<file path="src/rtl/cwl_pkg.sv">
// Constants and carrier types for the cache way-lock replacement selector.
// Assumes a 32-bit APB register port and a CPU core on the request side.
package cwl_pkg;

	// ------------------------------------------------------------
	// Register map
	// ------------------------------------------------------------
	localparam logic [11:0] CWL_CTRL_OFF = 12'h000;
	localparam logic [11:0] CWL_STAT_OFF = 12'h004;
	localparam int CWL_WAY2_LOCK_BIT = 0;
	localparam int CWL_W2FORCE_BIT = 1;
	localparam int CWL_WAY3_LOCK_BIT = 8;
	localparam int CWL_W3FORCE_BIT = 9;
	localparam int CWL_PSW_DSP_BIT = 12;
	localparam logic [3:0] CWL_CTRL_RESET = 4'h0;

	// ------------------------------------------------------------
	// Status register fields
	// ------------------------------------------------------------
	localparam int CWL_ST_WAY_LSB = 0;
	localparam int CWL_ST_FILL_BIT = 2;
	localparam int CWL_ST_VALID_BIT = 3;
	localparam int CWL_ST_DSP_BIT = 4;
	localparam int CWL_ST_PREFETCH_INSTRUCTION_BIT = 5;

	// ------------------------------------------------------------
	// LRU storage
	// ------------------------------------------------------------
	localparam int CWL_ENTRIES = 256;
	localparam int CWL_IDX_W = 8;
	localparam logic [5:0] CWL_LRU_RESET = 6'h00;

	typedef logic [1:0] cwl_way_t;

	typedef struct packed {
		logic w3force;
		logic way3_lock;
		logic w2force;
		logic way2_lock;
	} cwl_ctrl_s;

	typedef struct packed {
		logic valid;
		logic prefetch;
		logic hit;
		logic [CWL_IDX_W-1:0] index;
	} cwl_req_s;

	typedef struct packed {
		logic valid;
		logic fill;
		cwl_way_t way;
	} cwl_resp_s;

	typedef struct packed {
		logic en;
		logic [CWL_IDX_W-1:0] index;
		logic [5:0] value;
	} cwl_lru_upd_s;

endpackage

</file>
<file path="src/rtl/cwl_way_select.sv">
// Way-replacement selector with way 2/3 locking for a 4-way mixed cache.
// Assumes the core reports each miss or prefetch hit as a one-cycle request,
// and writes back the new LRU bits of an entry through the update port.
`timescale 1ns/10ps
module cwl_way_select
	import cwl_pkg::*;
(
	input wire logic pclk,
	input wire logic presetn,
	input wire logic pce,
	input wire logic psel,
	input wire logic penable,
	input wire logic pwrite,
	input wire logic [11:0] paddr,
	input wire logic [31:0] pwdata,
	output logic [31:0] prdata,
	output logic pready,
	output logic pslverr,
	input wire logic [31:0] processor_status_word,
	input wire cwl_req_s req,
	input wire cwl_lru_upd_s lru_upd,
	output cwl_resp_s resp
);

	// ------------------------------------------------------------
	// State
	// ------------------------------------------------------------
	typedef struct packed {
		cwl_ctrl_s ctrl;
		logic [CWL_ENTRIES-1:0][5:0] lru;
		cwl_resp_s resp;
		logic cap_dsp;
		logic cap_prefetch_instruction;
		logic cap_hit;
		logic [5:0] cap_lru;
		cwl_ctrl_s cap_ctrl;
		logic [31:0] rdata;
	} cwl_state_s;

	cwl_state_s st_reg;
	cwl_state_s st_next;

	// ------------------------------------------------------------
	// LRU decode tables
	// ------------------------------------------------------------
	// Unlisted patterns fall to way 0, which is never lockable
	function automatic cwl_way_t lru_victim(input logic [5:0] lru, input logic lock2, input logic lock3);
		cwl_way_t w;
		w = 2'h0;
		unique case ({lock3, lock2})
			2'b00:
			begin
				unique case (lru)
					6'h00, 6'h04, 6'h14, 6'h20, 6'h30, 6'h34: w = 2'h3;
					6'h01, 6'h03, 6'h0b, 6'h21, 6'h29, 6'h2b: w = 2'h2;
					6'h06, 6'h07, 6'h0f, 6'h16, 6'h1e, 6'h1f: w = 2'h1;
					default: w = 2'h0;
				endcase
			end
			2'b01:
			begin
				unique case (lru)
					6'h00, 6'h01, 6'h04, 6'h14, 6'h20, 6'h21, 6'h30, 6'h34: w = 2'h3;
					6'h03, 6'h06, 6'h07, 6'h0b, 6'h0f, 6'h16, 6'h1e, 6'h1f: w = 2'h1;
					default: w = 2'h0;
				endcase
			end
			2'b10:
			begin
				unique case (lru)
					6'h00, 6'h01, 6'h03, 6'h0b, 6'h20, 6'h21, 6'h29, 6'h2b: w = 2'h2;
					6'h04, 6'h06, 6'h07, 6'h0f, 6'h14, 6'h16, 6'h1e, 6'h1f: w = 2'h1;
					default: w = 2'h0;
				endcase
			end
			2'b11:
			begin
				unique case (lru)
					6'h00, 6'h01, 6'h03, 6'h04, 6'h06, 6'h07, 6'h0b, 6'h0f, 6'h14, 6'h16, 6'h1f:
						w = 2'h1;
					6'h1e: w = 2'h1;
					default: w = 2'h0;
				endcase
			end
		endcase
		return w;
	endfunction

	// ------------------------------------------------------------
	// Victim choice
	// ------------------------------------------------------------
	function automatic cwl_resp_s pick(input logic dsp, input logic prefetch_instruction, input logic hit,
		input logic [5:0] lru, input cwl_ctrl_s c);
		cwl_resp_s r;
		r.valid = 1'b1;
		r.fill = 1'b1;
		r.way = lru_victim(lru, 1'b0, 1'b0);
		if (prefetch_instruction && hit)
		begin
			// Hit keeps the resident line; no way is overwritten
			r.fill = 1'b0;
		end
		else if (dsp)
		begin
			if (prefetch_instruction && c.w3force && c.way3_lock)
			begin
				// Both force bits set is undefined; way 3 wins here
				r.way = 2'h3;
			end
			else if (prefetch_instruction && c.w2force && c.way2_lock)
			begin
				r.way = 2'h2;
			end
			else
			begin
				r.way = lru_victim(lru, c.way2_lock, c.way3_lock);
			end
		end
		return r;
	endfunction

	// ------------------------------------------------------------
	// Bus decode
	// ------------------------------------------------------------
	logic acc_phase;
	logic setup_phase;
	logic hit_ctrl;
	logic hit_stat;
	assign acc_phase = psel && penable;
	assign setup_phase = psel && !penable;
	assign hit_ctrl = (paddr == CWL_CTRL_OFF);
	assign hit_stat = (paddr == CWL_STAT_OFF);

	// ------------------------------------------------------------
	// Next state
	// ------------------------------------------------------------
	always_comb
	begin
		st_next = st_reg;
		st_next.resp.valid = 1'b0;
		if (req.valid)
		begin
			st_next.resp = pick(processor_status_word[CWL_PSW_DSP_BIT], req.prefetch, req.hit,
				st_reg.lru[req.index], st_reg.ctrl);
			st_next.cap_dsp = processor_status_word[CWL_PSW_DSP_BIT];
			st_next.cap_prefetch_instruction = req.prefetch;
			st_next.cap_hit = req.hit;
			st_next.cap_lru = st_reg.lru[req.index];
			st_next.cap_ctrl = st_reg.ctrl;
		end
		if (lru_upd.en)
		begin
			st_next.lru[lru_upd.index] = lru_upd.value;
		end
		// Read data is latched in the setup cycle so prdata comes from a flop
		if (setup_phase && !pwrite)
		begin
			st_next.rdata = 32'h0000_0000;
			if (hit_ctrl)
			begin
				st_next.rdata[CWL_W3FORCE_BIT] = st_reg.ctrl.w3force;
				st_next.rdata[CWL_WAY3_LOCK_BIT] = st_reg.ctrl.way3_lock;
				st_next.rdata[CWL_W2FORCE_BIT] = st_reg.ctrl.w2force;
				st_next.rdata[CWL_WAY2_LOCK_BIT] = st_reg.ctrl.way2_lock;
			end
			else if (hit_stat)
			begin
				st_next.rdata[CWL_ST_WAY_LSB +: 2] = st_reg.resp.way;
				st_next.rdata[CWL_ST_FILL_BIT] = st_reg.resp.fill;
				st_next.rdata[CWL_ST_VALID_BIT] = st_reg.resp.valid;
				st_next.rdata[CWL_ST_DSP_BIT] = st_reg.cap_dsp;
				st_next.rdata[CWL_ST_PREFETCH_INSTRUCTION_BIT] = st_reg.cap_prefetch_instruction;
			end
		end
		if (acc_phase && pwrite && hit_ctrl)
		begin
			// Reserved bits are dropped; only the four control bits are kept
			st_next.ctrl.w3force = pwdata[CWL_W3FORCE_BIT];
			st_next.ctrl.way3_lock = pwdata[CWL_WAY3_LOCK_BIT];
			st_next.ctrl.w2force = pwdata[CWL_W2FORCE_BIT];
			st_next.ctrl.way2_lock = pwdata[CWL_WAY2_LOCK_BIT];
		end
	end

	// ------------------------------------------------------------
	// Registers
	// ------------------------------------------------------------
	always_ff @(posedge pclk or negedge presetn)
	begin
		if (!presetn)
		begin
			st_reg <= '0;
			st_reg.ctrl <= CWL_CTRL_RESET;
			st_reg.lru <= {CWL_ENTRIES{CWL_LRU_RESET}};
		end
		else if (pce)
		begin
			st_reg <= st_next;
		end
	end

	// ------------------------------------------------------------
	// Outputs
	// ------------------------------------------------------------
	// Zero wait states: every access phase completes at once
	assign pready = acc_phase;
	assign pslverr = acc_phase && !(hit_ctrl || hit_stat);
	assign prdata = st_reg.rdata;
	assign resp = st_reg.resp;

	// ------------------------------------------------------------
	// Victim pattern checks
	// ------------------------------------------------------------
	// Literal tables, kept apart from the decode function so a slip there shows
	logic chk_force;
	logic chk_map;
	logic chk_open;
	logic chk_l2;
	logic chk_l3;
	logic [5:0] chk_lru;
	assign chk_force = st_reg.cap_prefetch_instruction && ((st_reg.cap_ctrl.w3force && st_reg.cap_ctrl.way3_lock)
		|| (st_reg.cap_ctrl.w2force && st_reg.cap_ctrl.way2_lock));
	assign chk_map = resp.valid && resp.fill && st_reg.cap_dsp && !chk_force;
	assign chk_l2 = st_reg.cap_ctrl.way2_lock;
	assign chk_l3 = st_reg.cap_ctrl.way3_lock;
	assign chk_lru = st_reg.cap_lru;
	assign chk_open = resp.valid && resp.fill && (!st_reg.cap_dsp || (chk_map && !chk_l2 && !chk_l3));
endmodule

</file>
<file path="config.mk">
export PLATFORM = sky130hd
export DESIGN_NAME = cwl_way_select
export DESIGN_NICKNAME = d
export VERILOG_FILES = /design/src/rtl/cwl_pkg.sv /design/src/rtl/cwl_way_select.sv
export SDC_FILE = /design/constraint.sdc
export NUM_CORES = 2
export LEC_CHECK = 0
export BUFFER_PORTS_ARGS = -buffer_cell sky130_fd_sc_hd__buf_2
export CAP_MARGIN = 20
export CORE_MARGIN = 10
export CORE_UTILIZATION = 55
export CTS_CLUSTER_DIAMETER = 40
export DETAILED_ROUTE_END_ITERATION = 12
export PLACE_DENSITY = 0.73
export SLEW_MARGIN = 5
export SYNTH_ARGS = -nofsm -noshare
export SYNTH_HDL_FRONTEND = slang
export SYNTH_SLANG_ARGS = --single-unit
</file>
<file path="constraint.sdc">
create_clock -name pclk -period 3.1 [get_ports pclk]
set_input_delay 0.93 -clock pclk [delete_from_list [all_inputs] [get_ports pclk]]
set_output_delay 0.93 -clock pclk [all_outputs]
set_load 0.1 [all_outputs]
</file>
# Word level (Yosys, flattened, before mapping)
# Memories as Yosys holds them, arrays and structs flattened.
# Cells that the tools add are included.
# Widths: inputs -> output; s select.
# op_classes
magnitude_cmp	3
eq_ne	4
mux	17
n_reduce_logical	22
# ops
cell	n
$bwmux 1536	1
$bmux 6 s8	1
$demux 6 s8	1
$lt 8x9->1 const B	2
$mux 6	3
$mux 17	1
$mux 2	7
$eq 12x3->1 const B	1
$logic_and 1x1->1	12
$logic_not 12->1	1
$ge 8x1->1 const B	1
$pmux 2 s4	1
$reduce_and 2->1	4
$eq 2x2->1 const B	2
$mux 4	1
$logic_not 1->1	3
$eq 2x1->1 const B	1
$logic_not 2->1	1
$logic_or 1x1->1	1
$mux 1	1
# word_totals
reg_bits	1565
romBits	544
out_inout_bits	38
memories	5
# mem_list
memory	words	word_bits	read_ports	rd_ports_with_merged_regs	write_ports	line	text
(name not given)	64	2	1	0	0	cwl_way_select.sv:53	unique case (lru)
(name not given)	64	2	1	0	0	cwl_way_select.sv:53	
(name not given)	64	2	1	0	0	cwl_way_select.sv:62	unique case (lru)
(name not given)	64	2	1	0	0	cwl_way_select.sv:70	unique case (lru)
(name not given)	32	1	1	0	0	cwl_way_select.sv:78	unique case (lru)

# Depth between registers and ports, before layout
# An unclocked memory read counts as a cell.
# depth
word_depth	10
mapped_depth	18

# Least setup slack after synthesis
# Ideal clock, no wire load.
# synth_path
kind	input-to-reg
startpoint	input port req[0] (netlist name)
endpoint	register st_reg (netlist bit resp[1])
arrival_time_ns	3.844
t_required_ns	3.018
path_slack_ns	-0.826
cell_stages	16
cell_sequence	buf_6 buf_12 buf_6 buf_6 buf_6 buf_2 mux2i_1 o22ai_1 o21ai_0 a21oi_1 a2111oi_2 o32ai_2 a221oi_1 a31oi_1 or3_1 a31oi_1
# synth_between
elab_chain_cells	8
elab_cells_between_ends	11
cone_classes	mux: 7; memory: 4
# synth_lines
element	line	text
start: declaration	cwl_way_select.sv:20	input wire cwl_req_s req,
$bmux 6 s8 (*)	cwl_way_select.sv:144	st_reg.lru[req.index], st_reg.ctrl);
$mux 6 (implied by the code) (*)	cwl_way_select.sv:144	
$mem_v2 64x2 (on tied branches)	-	
$pmux 2 s4	cwl_way_select.sv:50	unique case ({lock3, lock2})
$mux 2	cwl_way_select.sv:110	else if (prefetch_instruction && c.w2force && c.way2_lock)
$mux 2	cwl_way_select.sv:105	if (prefetch_instruction && c.w3force && c.way3_lock)
$mux 2	cwl_way_select.sv:103	else if (dsp)
$mux 2 (*)	cwl_way_select.sv:98	if (prefetch_instruction && hit)
end signal: assignment	cwl_way_select.sv:198	st_reg <= st_next;
end: declaration	cwl_way_select.sv:40	cwl_state_s st_reg;
# Mark *: on every way between the ends. The rest lies on a longest branch, timed or not. The select of a mux whose other input is x is not followed.
# A chain may end at the register's enable or synchronous reset.

# Final worst setup path
# Same ends and word-level chain as after synthesis.

==> reports/qor.txt <==
Outcome = finished with violations
Failing checks = setup timing
Dpl cell area = 0.07847 sq mm
Share of post-route cells with drive strength above 1 = 55.15%
Worst Path Buf+Inv = 5
Die W = 382.1 um
CP Cell Sequence = buf_16 > buf_16 > buf_12 > buf_12 > mux4_2 > mux2i_4 > a32oi_1 > o211ai_1 > o211ai_1 > nand3_2 > buf_6 > a221oi_4 > a31oi_1 > or3_1 > a31oi_1
WHS Endpoint = st_reg[1587]$_DFFE_PN0P_
Reg2reg end = resp[1]$_DFFE_PN0P_
Final Non-Filler Cells = 7,302
Cell taking the most area after synthesis = dfrtp_1
Startpoint Class = primary input
Total Wirelength = 213.8 mm
Final period utilization = 109.8%
Largest family of logic cells by synthesized area = multiplexers
TritonCTS clock tree = done
Adder-Cell Fraction of Synth Area = 0%
R2R cell count = 12
Synth area leaders = dfrtp_1, mux2_2, mux4_2
Yosys cell types = 77
#FFs+latches synth = 1,554
Synth Instances = 4,841
Hold WS = 329.8 ps
Fin nets = 5,495
Least-Margin Pin Slew = 1079 ps
Max Cap Violations = 0
First-pass GRT wire length = 322.1 mm
Max Fclk = 0.2937 GHz
XOR/XNOR share of the synthesized area = 0%
Synth-to-Final Area Change = 21.27%
Mean Syn Cell Area = 14.90 sq um
Num CTS Buffers = 202
Post-synthesis compound-gate area fraction = 2.765%
Initial antenna violation count = 6
Tot Pwr = 50.26 mW
Clock period minus final worst setup slack = 3405 ps
Synth Cell Area = 0.07212 sq mm
Max FFs per register = 1,542
Worst IR Drop VDD = 0.6023 mV
Max incr delay on CP = 520 ps
Clk_skew = 64.13 ps
Row cnt = 132
Slowest-stage cell, CP = o211ai_1
Pleak = 42.38 nW
Grt total ovfl = 0
Post-route ant nets = 0
Clock Latency Late Sink = 830 ps
Critical path origin = req[0]
# port buffers = 62
Clock Path Buffers = 3
PD cells = 574.7 mW/mm^2
Die H = 382.1 um
Crit Reg-Reg Startpoint = st_reg[1150]$_DFFE_PN0P_
Detail Placement HPWL = 140.5 mm
Root Driver = clkbuf_16
Hold WC Path Type = in2reg
CTS sink cnt = 1,554
Hold Crit Start = pwdata[8]
Pins Over Slew Limit = 0
Post-synth ARST share = 100.0%
Setup_tns = -580.6 ps
Final Hold Vio Count = 0
Crit-path max FO = 5
Mux share of post-synthesis cell area = 36.91%
Setup CP Type = in2reg
First-pass DRT Iterations = 6
Warnings from Yosys = 0
Primary FF master, synth = dfrtp_1
Filler Cell Count = 8,732
FF-to-FF setup slack = -170 ps
EDFF count, synth = 0
Crit end category = flop
Avg Vias per Cell = 6.389
Vias in the first global route = 48,796
Die area = 0.1460 sq mm
Max-slew headroom = 28.08%
Gr usage total = 29.04%
IO Pins = 146
Unrepaired setup endpoints after global routing = true
Mean routed wirelength per cell = 29.28 um
CP arrival = 4160 ps
# H-tree levels = 4
Required @ worst endpoint = 3860 ps
Cells after DPL = 6,854
Core box area = 0.1298 sq mm
Initial Util = 55.56%
DR DRC count = 0
Finished Cell Area = 0.08746 sq mm
CTS clock-pin slew for the worst setup and hold paths = 60 ps
Initial DRC count = 4,616
Register area share after synthesis = 53.92%
Gp weighted congestion = 0.9400
Worst hold stages = 2
Setup-failing EPs final = 2
Via Count = 46,654
Yosys top cell area share = 53.92%
Worst setup margin = -304.8 ps
Synth Area in Simple Gates = 3.536%
Top delay family on crit path = compound AO/OA/AOI/OAI gates
Pin count of the biggest net entering global routing = 118
layer usage:
layer | vias to the layer above | track usage (%) | part of all wire [%]
met3 | 501 | 7.538 | 8.6
met5 | - | 0.3635 | 0.087
met4 | 14 | 12.56 | 4.3
met1 | 24975 | 39.36 | 41
li1 | 19178 | - | -
met2 | 1986 | 44.28 | 46
report_power, final:
group / switching (mW) / total [mW] / internal, mW / leakage, nW
sequential: 0.302 / 21.1 / 20.8 / 21.6
combinational: 2.42 / 4.16 / 1.73 / 17.3
clock: 9.43 / 25.0 / 15.5 / 3.52
total: 12.2 / 50.3 / 38.1 / 42.4
how the worst max path moves through the flow:
stage / end / slack, ps / depth (start not counted)
after global placement: resp[0]$_DFFE_PN0P_ / -1550 / 14
after CTS: resp[1]$_DFFE_PN0P_ / -180 / 13
after detailed placement: resp[1]$_DFFE_PN0P_ / -1560 / 13
after global routing: resp[0]$_DFFE_PN0P_ / -380 / 15
after floorplan: resp[1]$_DFFE_PN0P_ / -710 / 14
final: resp[1]$_DFFE_PN0P_ / -300 / 15
cells by family (layout without fill, tap and decap cells):
kind of cell    Yosys count  count (layout)
compound gates          267             268
buf+inv                 408            1102
flops                  1554            1554
mux                    2035            2035
other cells               1              25
simple gates            576             576
synth_stat cells, types with 42 or more instances:
library cell  number
a22oi_1           43
buf_2             45
buf_4             57
clkbuf_1         243
dfrtp_1         1554
mux2_2          1556
mux2i_1          135
mux4_2           344
nand2_1          276
nand3_1           42
nor2_1           122
o221ai_1          49
stage by stage:
stage          setup slack [ps]  util [%]
4_1_cts                  -182.7     66.90
3_3_place_gp              -1550     60.45
5_1_grt                  -382.5     67.37
6_report                 -304.8     67.37
3_5_place_dp              -1560     60.45
2_1_floorplan            -707.7         -
area by class of cell:
cell class / instances / area, sq um / share of cell area (%)
diodes: 1 / 2.502 / 0.002861
clock buffers: 264 / 5640 / 6.449
clock inverters: 112 / 1680 / 1.921
inverters: 12 / 45.04 / 0.05150
multi-input cells: 2903 / 31920 / 36.50
flip-flops and latches: 1554 / 38890 / 44.46
well taps: 1742 / 2180 / 2.492
repair buffers: 714 / 7106 / 8.124
placed cells by master, fill, tap and decap left out, drive strengths merged, types with 18 or more instances in the layout:
master	Yosys	final
buf	152	703
clkinv	1	44
nor4	18	18
nor2	123	123
bufinv	0	31
nand2b	19	19
nor3	26	26
inv	11	27
a22oi	43	43
clkbuf	244	273
o22ai	27	27
mux2	1556	1556
dfrtp	1554	1554
clkinvlp	0	22
o21ai	22	22
nand2	276	276
mux2i	135	135
mux4	344	344
a21oi	25	25
o221ai	49	49
nand3	42	42
nor2b	23	23
conb	1	24
what timing repair did:
item,4_1_cts,5_1_grt
gates resized for setup,103,61
hold buffers,1,0
buffers inserted,38,31
pin swaps,29,35
hold endpoints to repair,1,0
cloned,7,2
endpoints found under the setup margin,2,2
Power figures use the tool's default switching activity.
